File: src/cskg_pkg.sv
// constants and register layouts for the sidetone, keyclick and gain-step block
package cskg_pkg;

   // ==========================================================
   // register map
   localparam logic [5:0]  CSKG_ADDR_SIDE  = 6'h03;
   localparam logic [5:0]  CSKG_ADDR_CLICK = 6'h04;

   // ==========================================================
   // field layouts, msb first
   typedef struct packed {
      logic       analog_side_mute;       // D15
      logic [6:0] analog_side_gain;       // D14-D8
      logic       digital_side_mute;      // D7
      logic [5:0] digital_side_gain;      // D6-D1
      logic       analog_side_gain_done;  // D0, read only
   } cskg_side_reg_s;

   typedef struct packed {
      logic       click_enable;           // D15
      logic [2:0] click_amplitude;        // D14-D12
      logic       adc_step_rate;          // D11
      logic [2:0] click_frequency;        // D10-D8
      logic [3:0] click_length;           // D7-D4
      logic       dac_left_gain_done;     // D3, read only
      logic       dac_right_gain_done;    // D2, read only
      logic       dac_step_rate;          // D1
      logic       adc_gain_done;          // D0, read only
   } cskg_click_reg_s;

   // ==========================================================
   // reset values
   localparam logic [15:0] CSKG_SIDE_RST  = 16'hC580;
   localparam logic [15:0] CSKG_CLICK_RST = 16'h4410;
   localparam logic [6:0]  CSKG_DAC_VOL_RST = 7'h7F;

   // ==========================================================
   // gain decode limits, codes in step units
   localparam logic [6:0]  CSKG_ANALOG_GAIN_MAX  = 7'h5D;  // 12 dB
   localparam logic [5:0]  CSKG_DIGITAL_GAIN_MIN = 6'h20;  // -48 dB

   // ==========================================================
   // timing
   localparam int CSKG_CLK_PERIOD_NS  = 10;
   localparam int CSKG_CLICK_HALF_NS  = 8000000;           // half of a 62.5 Hz period
   localparam int CSKG_CLICK_HALF_CYC = CSKG_CLICK_HALF_NS / CSKG_CLK_PERIOD_NS;

endpackage

File: src/cskg_ctrl.sv
// sidetone, keyclick and gain soft-step control registers with their gain engines
//
// How it works
// analog sidetone mute bit, resets muted
// analog sidetone gain, half-dB codes, reset 0 dB
// analog sidetone gain clamps at 12 dB
// analog sidetone gain changes at zero crossings
// analog sidetone done flag, read only, resets 0
// digital sidetone mute bit, resets muted
// digital sidetone gain, top bit gives -48 dB
// digital sidetone gain changes at zero crossings
// keyclick enable self-clears after the burst
// keyclick amplitude from three-bit field
// keyclick tone doubles per frequency code
// keyclick lasts (code+1)*2 tone periods
// adc gain steps every one or two words
// with auto gain, rate bit shows low power
// dac gain steps every one or two words
// dac left and right done flags
// adc done flag when stepping completes
// with auto gain, adc flag shows saturation
// auto gain or programmed gain drives adc amp
// dac volume field is the stepping target
// gains walk one step per event
`timescale 1ns/1ps
module cskg_ctrl #(
   parameter int CLICK_HALF = cskg_pkg::CSKG_CLICK_HALF_CYC
) (
   input  wire logic        clk,
   input  wire logic        reset_n,
   // register port
   input  wire logic        reg_wr,
   input  wire logic        reg_rd,
   input  wire logic [5:0]  reg_addr,
   input  wire logic [15:0] reg_wdata,
   output logic      [15:0] reg_rdata_q,
   // pins
   input  wire logic        adc_word_select,
   input  wire logic        dac_word_clock,
   input  wire logic        analog_side_zero,
   input  wire logic        digital_side_zero,
   // neighbouring codec logic
   input  wire logic        auto_gain_enable,
   input  wire logic [6:0]  auto_gain_level,
   input  wire logic        auto_gain_saturated,
   input  wire logic        auto_gain_low_power,
   input  wire logic [6:0]  adc_gain_setting,
   input  wire logic [6:0]  dac_left_volume,
   input  wire logic [6:0]  dac_right_volume,
   // controls toward the analog side
   output logic             analog_side_mute_q,
   output logic      [6:0]  analog_side_gain_q,
   output logic             digital_side_mute_q,
   output logic      [5:0]  digital_side_gain_q,
   output logic      [6:0]  adc_gain_q,
   output logic      [6:0]  dac_left_gain_q,
   output logic      [6:0]  dac_right_gain_q,
   output logic             click_tone_q,
   output logic      [2:0]  click_level_q
);

   // ==========================================================
   // pin synchronisers
   localparam int NPIN = 4;

   logic [NPIN-1:0] pin_in;
   logic [NPIN-1:0] sync1_q;
   logic [NPIN-1:0] sync2_q;
   logic [NPIN-1:0] sync3_q;
   logic [NPIN-1:0] pin_lvl_q;
   logic [NPIN-1:0] pin_lvl_d;
   logic [NPIN-1:0] pin_rise;
   logic [NPIN-1:0] pin_change;

   assign pin_in = {digital_side_zero, analog_side_zero, dac_word_clock, adc_word_select};

   genvar gi;
   generate
      for (gi = 0; gi < NPIN; gi++)
      begin : g_sync
         // a change counts once the second and third stages agree
         always_comb
         begin
            pin_lvl_d[gi]  = (sync2_q[gi] == sync3_q[gi]) ? sync3_q[gi] : pin_lvl_q[gi];
            pin_rise[gi]   = pin_lvl_d[gi] & ~pin_lvl_q[gi];
            pin_change[gi] = pin_lvl_d[gi] ^ pin_lvl_q[gi];
         end

         // three-stage sampling and settled level
         always_ff @(posedge clk)
         begin
            if (!reset_n)
            begin
               sync1_q[gi]   <= 1'b0;
               sync2_q[gi]   <= 1'b0;
               sync3_q[gi]   <= 1'b0;
               pin_lvl_q[gi] <= 1'b0;
            end
            else
            begin
               sync1_q[gi]   <= pin_in[gi];
               sync2_q[gi]   <= sync1_q[gi];
               sync3_q[gi]   <= sync2_q[gi];
               pin_lvl_q[gi] <= pin_lvl_d[gi];
            end
         end
      end
   endgenerate

   // ==========================================================
   // registers and word-rate dividers
   cskg_pkg::cskg_side_reg_s  side_q;
   cskg_pkg::cskg_side_reg_s  side_d;
   cskg_pkg::cskg_click_reg_s click_q;
   cskg_pkg::cskg_click_reg_s click_d;
   cskg_pkg::cskg_side_reg_s  side_wr;
   cskg_pkg::cskg_click_reg_s click_wr;
   logic                      adc_half_q;
   logic                      adc_half_d;
   logic                      dac_half_q;
   logic                      dac_half_d;
   logic [15:0]               rdata_d;
   logic                      click_start;
   logic                      click_done;
   logic                      wr_side;
   logic                      wr_click;
   logic                      analog_done;
   logic                      digital_done;
   logic                      adc_done;
   logic                      dac_left_done;
   logic                      dac_right_done;
   logic                      adc_step;
   logic                      dac_step;
   logic [6:0]                adc_level;
   logic [6:0]                adc_gain_d;
   logic [6:0]                analog_target;
   logic [5:0]                digital_target;

   assign side_wr  = cskg_pkg::cskg_side_reg_s'(reg_wdata);
   assign click_wr = cskg_pkg::cskg_click_reg_s'(reg_wdata);
   assign wr_side  = reg_wr && (reg_addr == cskg_pkg::CSKG_ADDR_SIDE);
   assign wr_click = reg_wr && (reg_addr == cskg_pkg::CSKG_ADDR_CLICK);

   // software writes, hardware flags and the self-clearing click enable
   always_comb
   begin
      side_d  = side_q;
      click_d = click_q;
      if (wr_side)
      begin
         side_d.analog_side_mute  = side_wr.analog_side_mute;
         side_d.analog_side_gain  = side_wr.analog_side_gain;
         side_d.digital_side_mute = side_wr.digital_side_mute;
         side_d.digital_side_gain = side_wr.digital_side_gain;
      end
      if (click_done)
      begin
         click_d.click_enable = 1'b0;
      end
      if (wr_click)
      begin
         // a software set in the same cycle wins over the self-clear
         click_d.click_enable    = click_wr.click_enable;
         click_d.click_amplitude = click_wr.click_amplitude;
         click_d.click_frequency = click_wr.click_frequency;
         click_d.click_length    = click_wr.click_length;
         click_d.dac_step_rate   = click_wr.dac_step_rate;
         if (!auto_gain_enable)
         begin
            click_d.adc_step_rate = click_wr.adc_step_rate;
         end
      end
      side_d.analog_side_gain_done = analog_done;
      click_d.dac_left_gain_done   = dac_left_done;
      click_d.dac_right_gain_done  = dac_right_done;
      click_d.adc_gain_done        = adc_done;
   end

   // a one to an idle enable starts a burst; a set that meets the self-clear starts one too
   assign click_start = wr_click && click_wr.click_enable && (!click_q.click_enable || click_done);

   // word-rate halving for the two step rates
   always_comb
   begin
      adc_half_d = pin_rise[0] ? ~adc_half_q : adc_half_q;
      dac_half_d = pin_rise[1] ? ~dac_half_q : dac_half_q;
      adc_step   = pin_rise[0] && (!click_q.adc_step_rate || adc_half_q);
      dac_step   = pin_rise[1] && (!click_q.dac_step_rate || dac_half_q);
   end

   // ==========================================================
   // gain decode
   always_comb
   begin
      analog_target = side_q.analog_side_gain;
      if (side_q.analog_side_gain > cskg_pkg::CSKG_ANALOG_GAIN_MAX)
      begin
         analog_target = cskg_pkg::CSKG_ANALOG_GAIN_MAX;
      end
      digital_target = side_q.digital_side_gain;
      if (side_q.digital_side_gain[5])
      begin
         digital_target = cskg_pkg::CSKG_DIGITAL_GAIN_MIN;
      end
      adc_gain_d = auto_gain_enable ? auto_gain_level : adc_level;
   end

   // read data, with auto gain taking over two bits
   always_comb
   begin
      rdata_d = reg_rdata_q;
      if (reg_rd)
      begin
         case (reg_addr)
            cskg_pkg::CSKG_ADDR_SIDE:
            begin
               rdata_d    = side_q;
               rdata_d[0] = analog_done;
            end
            cskg_pkg::CSKG_ADDR_CLICK:
            begin
               rdata_d     = click_q;
               rdata_d[11] = auto_gain_enable ? auto_gain_low_power : click_q.adc_step_rate;
               rdata_d[3]  = dac_left_done;
               rdata_d[2]  = dac_right_done;
               rdata_d[0]  = auto_gain_enable ? auto_gain_saturated : adc_done;
            end
            default:
            begin
               rdata_d = 16'h0000;
            end
         endcase
      end
   end

   // register state
   always_ff @(posedge clk)
   begin
      if (!reset_n)
      begin
         side_q      <= cskg_pkg::CSKG_SIDE_RST;
         click_q     <= cskg_pkg::CSKG_CLICK_RST;
         adc_half_q  <= 1'b0;
         dac_half_q  <= 1'b0;
         reg_rdata_q <= 16'h0000;
         adc_gain_q  <= 7'h00;
      end
      else
      begin
         side_q      <= side_d;
         click_q     <= click_d;
         adc_half_q  <= adc_half_d;
         dac_half_q  <= dac_half_d;
         reg_rdata_q <= rdata_d;
         adc_gain_q  <= adc_gain_d;
      end
   end

   // mute controls straight from the register
   assign analog_side_mute_q  = side_q.analog_side_mute;
   assign digital_side_mute_q = side_q.digital_side_mute;

   // ==========================================================
   // gain engines
   cskg_stepper #(.W(7), .RST(7'h45)) u_analog (
      .clk     (clk),
      .reset_n (reset_n),
      .step    (pin_change[2]),
      .target  (analog_target),
      .level_q (analog_side_gain_q),
      .done_q  (analog_done)
   );

   cskg_stepper #(.W(6), .RST(7'h00)) u_digital (
      .clk     (clk),
      .reset_n (reset_n),
      .step    (pin_change[3]),
      .target  (digital_target),
      .level_q (digital_side_gain_q),
      .done_q  (digital_done)
   );

   cskg_stepper #(.W(7), .RST(7'h00)) u_adc (
      .clk     (clk),
      .reset_n (reset_n),
      .step    (adc_step),
      .target  (adc_gain_setting),
      .level_q (adc_level),
      .done_q  (adc_done)
   );

   cskg_stepper #(.W(7), .RST(cskg_pkg::CSKG_DAC_VOL_RST)) u_dac_left (
      .clk     (clk),
      .reset_n (reset_n),
      .step    (dac_step),
      .target  (dac_left_volume),
      .level_q (dac_left_gain_q),
      .done_q  (dac_left_done)
   );

   cskg_stepper #(.W(7), .RST(cskg_pkg::CSKG_DAC_VOL_RST)) u_dac_right (
      .clk     (clk),
      .reset_n (reset_n),
      .step    (dac_step),
      .target  (dac_right_volume),
      .level_q (dac_right_gain_q),
      .done_q  (dac_right_done)
   );

   // ==========================================================
   // keyclick; fields from the next-value path so a burst starts with the settings it was written with
   cskg_click #(.HALF_BASE(CLICK_HALF)) u_click (
      .clk       (clk),
      .reset_n   (reset_n),
      .start     (click_start),
      .frequency (click_d.click_frequency),
      .length    (click_d.click_length),
      .amplitude (click_d.click_amplitude),
      .tone_q    (click_tone_q),
      .level_q   (click_level_q),
      .done_q    (click_done)
   );

endmodule // cskg_ctrl

File: src/cskg_stepper.sv
// one gain value walking one code per step event toward its target
`timescale 1ns/1ps
module cskg_stepper #(
   parameter int         W   = 7,
   parameter logic [6:0] RST = 7'h00
) (
   input  wire logic         clk,
   input  wire logic         reset_n,
   input  wire logic         step,
   input  wire logic [W-1:0] target,
   output logic      [W-1:0] level_q,
   output logic              done_q
);

   logic [W-1:0] level_d;
   logic         done_d;

   // one code per step event toward the target
   always_comb
   begin
      level_d = level_q;
      if (step && (level_q < target))
      begin
         level_d = level_q + {{(W-1){1'b0}}, 1'b1};
      end
      else if (step && (level_q > target))
      begin
         level_d = level_q - {{(W-1){1'b0}}, 1'b1};
      end
      done_d = (level_d == target);
   end

   // state registers
   always_ff @(posedge clk)
   begin
      if (!reset_n)
      begin
         level_q <= RST[W-1:0];
         done_q  <= 1'b0;
      end
      else
      begin
         level_q <= level_d;
         done_q  <= done_d;
      end
   end

endmodule // cskg_stepper

File: src/cskg_click.sv
// keyclick tone burst generator
`timescale 1ns/1ps
module cskg_click #(
   parameter int HALF_BASE = cskg_pkg::CSKG_CLICK_HALF_CYC
) (
   input  wire logic       clk,
   input  wire logic       reset_n,
   input  wire logic       start,
   input  wire logic [2:0] frequency,
   input  wire logic [3:0] length,
   input  wire logic [2:0] amplitude,
   output logic            tone_q,
   output logic [2:0]      level_q,
   output logic            done_q
);

   logic        active_q;
   logic        active_d;
   logic [19:0] half_cnt_q;
   logic [19:0] half_cnt_d;
   logic [6:0]  halves_q;
   logic [6:0]  halves_d;
   logic        tone_d;
   logic [2:0]  level_d;
   logic        done_d;
   logic [19:0] half_len;

   // half a tone period; doubles in rate per frequency code
   assign half_len = 20'(HALF_BASE >> frequency);

   // burst of (length+1)*2 periods, counted in half periods
   always_comb
   begin
      active_d   = active_q;
      half_cnt_d = half_cnt_q;
      halves_d   = halves_q;
      tone_d     = tone_q;
      done_d     = 1'b0;
      if (start && !active_q)
      begin
         active_d   = 1'b1;
         half_cnt_d = half_len - 20'h00001;
         halves_d   = {1'b0, length, 2'b11};
         tone_d     = 1'b1;
      end
      else if (active_q)
      begin
         if (half_cnt_q != 20'h00000)
         begin
            half_cnt_d = half_cnt_q - 20'h00001;
         end
         else if (halves_q == 7'h00)
         begin
            active_d = 1'b0;
            tone_d   = 1'b0;
            done_d   = 1'b1;
         end
         else
         begin
            halves_d   = halves_q - 7'h01;
            half_cnt_d = half_len - 20'h00001;
            tone_d     = ~tone_q;
         end
      end
      level_d = active_d ? amplitude : 3'h0;
   end

   // state registers
   always_ff @(posedge clk)
   begin
      if (!reset_n)
      begin
         active_q   <= 1'b0;
         half_cnt_q <= 20'h00000;
         halves_q   <= 7'h00;
         tone_q     <= 1'b0;
         level_q    <= 3'h0;
         done_q     <= 1'b0;
      end
      else
      begin
         active_q   <= active_d;
         half_cnt_q <= half_cnt_d;
         halves_q   <= halves_d;
         tone_q     <= tone_d;
         level_q    <= level_d;
         done_q     <= done_d;
      end
   end

endmodule // cskg_click

File: config.mk
export PLATFORM = sky130hd
export DESIGN_NAME = cskg_ctrl
export DESIGN_NICKNAME = d
export VERILOG_FILES = /design/src/cskg_pkg.sv /design/src/cskg_ctrl.sv /design/src/cskg_stepper.sv /design/src/cskg_click.sv
export SDC_FILE = /design/constraint.sdc
export NUM_CORES = 1
export LEC_CHECK = 0
export ABC_AREA = 1
export BUFFER_PORTS_ARGS = -buffer_cell sky130_fd_sc_hd__buf_4
export CAP_MARGIN = 10
export CORE_MARGIN = 2
export CORE_UTILIZATION = 30
export DETAILED_ROUTE_END_ITERATION = 8
export GPL_TIMING_DRIVEN = 0
export HOLD_SLACK_MARGIN = 0.05
export SLEW_MARGIN = 20
export SYNTH_ARGS = -nofsm -noshare
export SYNTH_HDL_FRONTEND = slang
export SYNTH_SLANG_ARGS = --single-unit
export TNS_END_PERCENT = 1
File: constraint.sdc
create_clock -name clk -period 2.3 [get_ports clk]
set_input_delay 0.575 -clock clk [delete_from_list [all_inputs] [get_ports clk]]
set_output_delay 0.575 -clock clk [all_outputs]
set_load 0.005 [all_outputs]
## Word-level counts from Yosys, hierarchy flattened

Index checks and enable logic that the tools add are counted.

| storage, ports and cells | value |
|---|---|
| logic and storage cells | 175 |
| memories kept | 0 |
| bits in registers | 140 |
| memory bits (writable) | 0 |
| ROM bits | 0 |
| bits in latches | 0 |
| input bits | 61 |

| cells by class | value |
|---|---|
| $lt $le $gt $ge | 11 |
| reductions and logical operators | 37 |
| eq/ne operators | 13 |
| divide/modulo/power cells | 0 |
| bitwise gates (word level) | 14 |
| muxes and demuxes | 40 |
| shift operators | 1 |
| $add $sub $neg | 13 |
| multiply operators | 0 |

Operators by type and width:

| operator | number |
|---|---|
| 20-bit two-way mux | 4 |
| 7-bit two-way mux | 10 |
| 6-bit two-way mux | 7 |
| 20-bit by 1-bit subtractor with 20-bit output, second input constant | 2 |
| 7-bit by 1-bit subtractor with 7-bit output, second input constant | 5 |
| 16-bit case mux with 2 select lines | 1 |
| 7-bit by 1-bit adder with 7-bit output, second input constant | 4 |
| 7-bit equality test | 4 |
| 7-bit greater-than comparator | 4 |
| 7-bit less-than comparator | 4 |
| 20-bit nonzero test | 1 |
| 20-bit by 3-bit right shift with 20-bit output, first input constant | 1 |
| 1-bit logical AND | 17 |
| 1-bit two-way mux | 17 |
| 12-bit two-way mux | 1 |
| 1-bit NOT | 10 |
| 2-bit AND reduction | 4 |
| 7-bit greater-than comparator, second input constant | 1 |
| 7-bit logical NOT | 1 |
| 6-bit by 1-bit adder with 6-bit output, second input constant | 1 |
| 6-bit by 2-bit equality test with 1-bit output, second input constant | 1 |
| 6-bit by 3-bit equality test with 1-bit output, second input constant | 1 |
| 6-bit greater-than comparator | 1 |
| 6-bit less-than comparator | 1 |
| 12 further kinds | 26 |

## Logic depth before layout (Yosys ltp)

Gate-level depths: netlist of run 1.

| depth | value |
|---|---|
| depth after elaboration | 9 |
| mapped depth | 22 |

## By module

Synthesis of run 1 repeated with hierarchy kept, for this count alone.

| unflattened totals | value |
|---|---|
| cell total of the unflattened synthesis | 1548 |
| area, all modules | 9927.0 sq um |

By module, submodules not included:

| module | area an instance (sq um) | instances | cells each |
|---|---|---|---|
| cskg_ctrl | 2935.3 | 1 | 418 |
| cskg_click | 2680.1 | 1 | 420 |
| cskg_stepper at u_dac_left ... | 883.3 | 2 | 143 |
| cskg_stepper at u_adc | 888.4 | 1 | 149 |
| cskg_stepper at u_analog | 863.3 | 1 | 143 |
| cskg_stepper at u_digital | 793.3 | 1 | 132 |

## Least setup slack after synthesis of run 1

No wires, ideal clock.

| timing path | value |
|---|---|
| path kind | register to register |
| from | reg side_q[6] (netlist bit) |
| to | reg u_digital.level_q[5] |
| clock period less this slack | 2.539 ns |
| buffers on the path | 0 |
| data arrival time | 2.424 ns |
| slack | -0.239 ns |
| cell stages (with the launch flop) | 17 |
| cells stage by stage | dfxtp_1 > inv_1 > nand2_1 > ha_1 > a21oi_1 > o21ai_0 > a21oi_1 > nand2_1 > ha_1 > nand3_1 > nand2_1 > nand2_1 > nand2_1 > a21oi_1 > or2_2 > a21oi_1 > nor2_1 |

| on the way | value |
|---|---|
| cells in the longest elaborated chain, start to end | 4 |

Ends and longest elaborated chain:

| element | line | text |
|---|---|---|
| start, declared | cskg_ctrl.sv:112 | `cskg_pkg::cskg_side_reg_s side_q;` |
| start signal, assigned | cskg_ctrl.sv:241 | `side_q <= cskg_pkg::CSKG_SIDE_RST;` |
| start signal, assigned | cskg_ctrl.sv:250 | `side_q <= side_d;` |
| 6-bit two-way mux * | cskg_ctrl.sv:201 | `if (side_q.digital_side_gain[5])` |
| 6-bit less-than comparator or 6-bit greater-than comparator (tied branches) | cskg_stepper.sv:22, cskg_stepper.sv:26 |  |
| 1-bit logical AND (on tied branches) | cskg_stepper.sv:22, cskg_stepper.sv:26 |  |
| 6-bit two-way mux or 2-bit nonzero test (tied branches) | n/a |  |
| end signal, assigned | cskg_stepper.sv:38 | `level_q <= RST[W-1:0];` |
| end signal, assigned | cskg_stepper.sv:43 | `level_q <= level_d;` |
| end, declared | cskg_stepper.sv:11 | `output logic [W-1:0] level_q,` |

Every way passes the cells marked *; elsewhere a longest branch is shown, timed or not.
A chain may end at the register's enable or synchronous reset.

## Final worst setup path of run 1

Same ends and word-level chain as after synthesis.

==> out/results.ini, run 1 <==
[floorplanning]
start_util_pct=30.57
dieWidth_um=178.2
dieArea_sq_mm=0.03177
fp.dieH_um=178.2
row_count=63
core_area_sq_mm=0.02980
num_io_pins=117

[grt]
grt_pass1_wl_um=45440
grt_usage_pct=18.24
grt_pass1_vias=8871
grt_max_degree=17
grt_overflow=0
antenna_found_initial=0

[worst_setup_path]
slowest_delay_ns=0.33
start_kind=flip-flop
worst-path-max-fanout=6
cp.required_ns=2.64
worstPathCellList=inv_4 -> nand2_2 -> ha_4 -> a21oi_2 -> o21ai_1 -> a21oi_2 -> nand2_2 -> ha_4 -> a21oi_2 -> nand2_1 -> nand2_1 -> nand2_1 -> a21oi_2 -> nand4_1 -> a21oi_2 -> nor2_1
slowest_stage=dfxtp_2
cp-end-kind=flip-flop
cp_common_cell=a21oi_2
arrival_ns=2.75
crit_type=reg -> reg
crit_family=compound AO/OA/AOI/OAI gates
critPathBufInv=1

[clock_network]
clockBufferDepth=2
cts_hold_buffers=0
clock_latency_ns=0.44
clk_pin_slew_ns=0.07
cts_root_buffer=clkbuf_16
h-tree-depth=4
cts-buffers-inserted=17
cts_tree=built
clkSinkCount=140

[timing]
finalMaxSlewViolations=0
tightest_slew_ns=0.9037
setup_slack_ns=-0.1069
rsz0062_at_grt=true
skew_ns=0.009784
fmax_mhz=415.5
setup_viol=4
whs_ns=0.3229
relSlewSlack_pct=39.76
hold_violations=0
min_period_ns=2.407
fin_crit_sh_pct=104.6

[drt]
vias=9441
drt-total-wl_um=28640
drt_pre_antenna_iters=6
first_iter_violations=622
via_per_inst=4.861
routedWlPerCell_um=14.75
antenna_left=0
remaining_drc_errors=0

[final_layout]
syn2layout_area_growth_pct=25.29
drive_gt1_share_pct=16.88
final_net_count=1660
fin_cells=1942
utilization_pct=38.30
diodes=0
stdcell_area_sq_mm=0.01141

[synthesis]
yosysTopAreaCell=dfxtp_1
yosysMostFrequentCell=nand2_1
syn-instance-count=1397
synth_cell_types=48
synth-seq-area-share_pct=30.77
synth_flop_cell=dfxtp_1
synthTopCellsByCount=nand2_1 (389), inv_1 (191), dfxtp_1 (140)
synth-edff-count=0
syn_nets=1518
ys_seq_elements=140
yosys-top-cells-area=dfxtp_1 (31%), nand2_1 (16%), ha_1 (8.0%), inv_1 (7.9%), nand3_1 (6.6%)
yosys_warnings=0
syn_area_per_cell_sq_um=6.519
synth_top_area_share_pct=30.77
netlist_area_sq_mm=0.009107
async_flop_share_pct=0

[placed_design]
place_inst=1901
dp_slack_ns=-0.5357
place_congestion=0.9292
port_buffers=114
hpwl_um=21760
placed_cell_area_sq_mm=0.01049

[min_path]
worstHoldPathType=in -> reg

[job]
maxCapViolCount=0

[power_and_ir_drop]
cellLeakagePower_nw=5.863
peakVddDrop_v=0.0005759
pwr_density_cell_mw_per_mm2=521.2

[status]
violations=negative setup slack
outcome=finished, violations left

## worst min-delay path, stage by stage
cell	delay (ns)
buf_4	0.08
nand2_1	0.04
inv_1	0.04
## cell families after synthesis
family,after synthesis,synth area share (%)
AOI/OAI and AO/OA,192,11.86
buffers and inverters,234,10.10
adders and majority gates,60,8.408
xor gates and xnor gates,45,4.328
and+or+nand+nor,722,34.10
DFF,140,30.77
muxes,4,0.4396
## flip-flops by register name (all words and copies together), names as in the netlist, 6 cells and up
register / count
adc_gain_q: 7
click_q: 13
reg_rdata_q: 16
side_q: 13
u_adc.level_q: 7
u_analog.level_q: 7
u_click.half_cnt_q: 20
u_click.halves_q: 7
u_dac_left.level_q: 7
u_dac_right.level_q: 7
u_digital.level_q: 6
## area by class of cell
| class | instances | area, sq um |
|---|---|---|
| Tap cell | 390 | 488.0 |
| Multi-Input combinational cell | 1024 | 5639 |
| Clock inverter | 15 | 186.4 |
| Clock buffer | 17 | 425.4 |
| Fill cell | 3186 | 18390 |
| Inverter | 195 | 738.2 |
| Buffer | 38 | 188.9 |
| Timing Repair Buffer | 123 | 927.1 |
| Sequential cell | 140 | 2818 |
## report_power, final
part | leakage (nW) | switching [W] | internal, W | total, W
clock | 0.297 | 0.00128 | 0.00166 | 0.00294
sequential | 1.14 | 0.0000284 | 0.00246 | 0.00249
combinational | 4.43 | 0.000311 | 0.000207 | 0.000519
## timing repair
item / in CTS / in global routing
resized for setup: 47 / 31
setup buffers: 9 / 0
cloned: 1 / 0
endpoints found under the setup margin: 15 / 23
pin swaps: 24 / 7
## per-layer routing
| metal | wire [um] | share of wire (%) | up-vias | global-route usage, % |
|---|---|---|---|---|
| li1 | - | - | 4792 | - |
| met1 | 13170 | 46 | 4349 | 23.79 |
| met2 | 13100 | 46 | 256 | 30.07 |
| met3 | 1611 | 5.6 | 44 | 3.453 |
| met4 | 753 | 2.6 | 0 | 6.369 |
| met5 | 0 | 0 | - | 0 |
## metrics by stage
step	total power, W	TNS [ns]
after detailed placement	0.003045	-12.56
final	0.005947	-0.2503
after global placement	0.003040	-11.33
after floorplan	0.002800	-0.1267
after global routing	0.006152	-1.613
after CTS	0.005990	-0.3179
## final timing paths
check,from,to,slack [ns],cells past startpoint
setup / recovery,side_q[6],u_digital.level_q[5],-0.11,16
hold / removal,digital_side_zero,sync1_q[3],0.32,3
setup reg to reg,side_q[6],u_digital.level_q[5],-0.11,16
hold reg to reg,sync1_q[1],sync2_q[1],0.42,2
## placed cells by master, fill, tap and decap left out, drive strengths merged
master / instances
nand2: 396
inv: 205
dfxtp: 140
nor2: 139
buf: 137
nand3: 123
o21ai: 83
a21oi: 68
ha: 58
clkbuf: 41
xor2: 33
nand4: 23
o211ai: 16
or2: 13
xnor2: 12
nand3b: 11
nor3: 9
a31oi: 6
a22oi: 6
nor4: 6
o221ai: 5
mux2i: 4
a211oi: 3
o21bai: 2
bufinv: 2
clkinvlp: 2
and2: 2
fa: 2
clkinv: 1
and3: 1
o22ai: 1
a21o: 1
o211a: 1
Power figures use the tool's default switching activity.
==> inputs of run 2 (changes only) <==
--- a/config.mk
+++ b/config.mk
@@ -5,7 +5,7 @@
 export SDC_FILE = /design/constraint.sdc
 export NUM_CORES = 1
 export LEC_CHECK = 0
-export ABC_AREA = 1
+export ABC_AREA = 0
 export BUFFER_PORTS_ARGS = -buffer_cell sky130_fd_sc_hd__buf_4
 export CAP_MARGIN = 10
 export CORE_MARGIN = 2
==> run 2 against run 1 <==
The run still ends with negative setup slack left. Total power down 3.0%. Clock power down 5%. Count of clock-buffer cells in the layout unchanged. Routed wire length down 10%. Utilization up 0.98 points. Critical path depth down 2. Sequential share of layout area up 1.5 points. Combinational power down 3%. First-iteration DRC count down 12%. Fmax down 8.7%. Cell area down 4.6%. Critical endpoint unchanged.
==> out/results.ini, run 2 <==
[status]
outcome=finished, violations left
violations=negative setup slack

[placed_design]
port_buffers=115  ; +0.88%
place_congestion=0.8800  ; -5.3%
place_inst=1505  ; -21%
hpwl_um=18860  ; -13%

[drt]
routedWlPerCell_um=16.58  ; +12%
antenna_left=0  ; unchanged
drt-total-wl_um=25640  ; -10%
remaining_drc_errors=0  ; unchanged
first_iter_violations=548  ; -12%
via_per_inst=5.103  ; +5.0%
drt_pre_antenna_iters=7  ; +1
vias=7890  ; -16%

[final_layout]
final_common_cell=buf_4
largestRegisters=u_click.half_cnt_q (20), reg_rdata_q (16)
fillers=2826  ; -11%
drive_gt1_share_pct=24.34  ; +7.5 points
regMostFlops=u_click.half_cnt_q
fin_cells=1546  ; -20%
largest_reg_flops=20  ; unchanged
final_net_count=1275  ; -23%
final_cell_mix=buf_4 (125), dfxtp_1 (114), nor2_1 (110)
syn2layout_area_growth_pct=29.32

[floorplanning]
dieArea_sq_mm=0.02940  ; -7.4%
dieWidth_um=171.5  ; -3.8%
fp.dieH_um=171.5  ; -3.8%
core_area_sq_mm=0.02771  ; -7.0%
row_count=61  ; -3.2%
num_io_pins=117  ; unchanged
start_util_pct=30.37  ; -0.20 points

[grt]
grt_pass1_wl_um=40290  ; -11%
grt_max_degree=17  ; unchanged
grt_pass1_vias=7493  ; -16%
grt_usage_pct=17.57  ; -0.67 points
antenna_found_initial=2  ; +2
grt_overflow=0  ; unchanged

[worst_setup_path]
crit_type=reg -> reg
worst-path-max-fanout=5  ; -1
cp_common_cell=a21o_1
crit_family=compound AO/OA/AOI/OAI gates
worstPathCellList=inv_4 -> ha_1 -> and4_1 -> o21ai_1 -> nand4_1 -> ha_1 -> a21o_1 -> a21o_1 -> a21o_1 -> a21oi_2 -> and3b_1 -> nor2_1 -> xor2_1 -> nor2_1
arrival_ns=2.93  ; +0.18 ns
critPathBufInv=1  ; unchanged
slowest_stage=dfxtp_2
cp.required_ns=2.60  ; -0.04 ns
start_kind=flip-flop
cp-end-kind=flip-flop
slowest_delay_ns=0.36  ; +0.03 ns

[power_and_ir_drop]
pwr_density_cell_mw_per_mm2=530.1  ; +1.7%
peakVddDrop_v=0.0005136  ; -11%
cellLeakagePower_nw=4.515  ; -23%

[synthesis]
synth_flop_cell=dfxtp_1
synthMuxAreaShare_pct=4.372  ; +3.9 points
synth_cell_types=76  ; +58%
synth_top_family_by_area=simple AND/OR/NAND/NOR gates
synthAdderAreaFrac_pct=9.100  ; +0.69 points
yosys-top-cells-area=dfxtp_1 (33%), ha_1 (8.6%), nor2_1 (5.1%), nand2_1 (4.7%), xnor2_1 (4.1%)
netlist_area_sq_mm=0.008414  ; -7.6%
async_flop_share_pct=0  ; unchanged
synth-seq-area-share_pct=33.31  ; +2.5 points
synth_top_area_share_pct=33.31  ; +2.5 points
syn-instance-count=1012  ; -28%
syn_area_per_cell_sq_um=8.315  ; +28%
synth-edff-count=0  ; unchanged
yosys_warnings=0  ; unchanged
synthXorXnorAreaFrac_pct=8.104  ; +3.8 points
yosysMostFrequentCell=dfxtp_1
synth_compound_area_share_pct=17.19  ; +5.3 points
synth_simple_gate_area_share_pct=23.41  ; -11 points
synthTopCellsByCount=dfxtp_1 (140), nor2_1 (114), nand2_1 (105)
syn_nets=1133  ; -25%
yosysTopAreaCell=dfxtp_1
ys_seq_elements=140  ; unchanged

[timing]
skew_ns=0.008952  ; -0.0008315 ns
relSlewSlack_pct=45.67  ; +5.9 points
setup_tns_ns=-3.788  ; -3.537 ns
fmax_mhz=379.4  ; -8.7%
finalMaxSlewViolations=0  ; unchanged
fin_crit_sh_pct=114.6  ; +10 points
tightest_slew_ns=0.8149  ; -0.08875 ns
rsz0062_at_grt=true
setup_slack_ns=-0.3359  ; -0.2290 ns
setup_viol=30  ; +26
min_period_ns=2.636  ; +0.2290 ns
hold_violations=0  ; unchanged

[clock_network]
cts-buffers-inserted=17  ; unchanged
clkSinkCount=140  ; unchanged
h-tree-depth=4  ; unchanged
cts_hold_buffers=0  ; unchanged
cts_tree=built
clk_pin_slew_ns=0.07  ; about the same
clock_latency_ns=0.43  ; about the same
cts_root_buffer=clkbuf_16
clockBufferDepth=2  ; unchanged

[min_path]
worstHoldPathType=in -> reg

[job]
maxCapViolCount=0  ; unchanged

==> run 2: cell count changes after synthesis, moves of 16 or more <==
| cell | before | now |
|---|---|---|
| a211oi_1 | 2 | 26 |
| a21oi_1 | 67 | 50 |
| a22oi_1 | 6 | 24 |
| and2_1 | 2 | 19 |
| inv_1 | 191 | 46 |
| mux2i_1 | 4 | 30 |
| nand2_1 | 389 | 105 |
| nand3_1 | 120 | 29 |
| nor2_1 | 134 | 114 |
| nor3_1 | 9 | 25 |
| o21ai_0 | 78 | 48 |
| xnor2_1 | 12 | 39 |
==> run 2: per-layer routing <==
layer	global-route usage, %	wire (um)	up-vias
met5	0	13	-
met4	4.385	278	2
met3	4.119	1756	26
met2	28.64	11700	261
met1	23.36	11890	3725
li1	-	-	3876
==> run 2: repair_timing <==
action	4_1_cts	5_1_grt
setup endpoints to repair	57	70
gates cloned	0	0
buffers inserted	9	1
pin swaps	22	11
resized for setup	74	45
==> run 2: kinds of logic (layout without fill, tap and decap cells) <==
logic type                 Yosys count  after routing
DFF                                140            140
xor gates and xnor gates            66             66
and+or+nand+nor                    394            394
other                                0              1
adders and majority gates           60             60
AOI/OAI and AO/OA                  221            221
buffers and inverters               95            250
muxes                               36             36
==> run 2: path summary, 6_finish.rpt <==
check | startpoint | to | slack [ns] | depth (start not counted)
setup / recovery | side_q[6] | u_digital.level_q[5] | -0.34 | 14
hold / removal | adc_word_select | sync1_q[0] | 0.35 | 2
setup reg to reg | side_q[6] | u_digital.level_q[5] | -0.34 | 14
hold reg to reg | sync1_q[1] | sync2_q[1] | 0.44 | 1
==> run 2: where the power goes <==
group	switching, W	internal [W]	total [W]
registers	0.0000227	0.00245	0.00248
logic	0.000269	0.000232	0.000501
clock network	0.00117	0.00162	0.00279
==> run 2: metrics by stage <==
step | area, sq um | hold WS [ns] | total power [W] | util, % | setup WS (ns)
CTS | 10750 | 0.3451 | 0.005809 | 38.78 | -0.3788
global route | 10880 | 0.3594 | 0.005974 | 39.27 | -0.4990
global placement | 9822 | 0.4154 | 0.003004 | 35.45 | -1.191
finish | 10880 | 0.3508 | 0.005768 | 39.28 | -0.3359
floorplan | 8486 | 0.4119 | 0.002779 | - | -0.4526
detailed placement | 9822 | 0.4211 | 0.003008 | 35.45 | -1.228
==> run 2: area by class of cell <==
class	instances	area, sq um	share of cell area (%)
clock buffer	17	425.4	3.909
buffer	47	272.8	2.507
antenna	1	2.502	0.02300
sequential	140	2848	26.17
inverter	46	177.7	1.633
tap	378	473.0	4.346
clock inverter	15	165.2	1.518
multi-input combinational	777	5575	51.24
timing repair buffer	125	942.2	8.658
==> run 2: worst register-to-register path, stage by stage, from the launching register on <==
cell and delay [ns]:
dfxtp_2 0.36, inv_4 0.05, ha_1 0.30, and4_1 0.22
o21ai_1 0.08, nand4_1 0.14, ha_1 0.34, a21o_1 0.15
a21o_1 0.17, a21o_1 0.16, a21oi_2 0.13, and3b_1 0.17
nor2_1 0.04, xor2_1 0.13, nor2_1 0.05
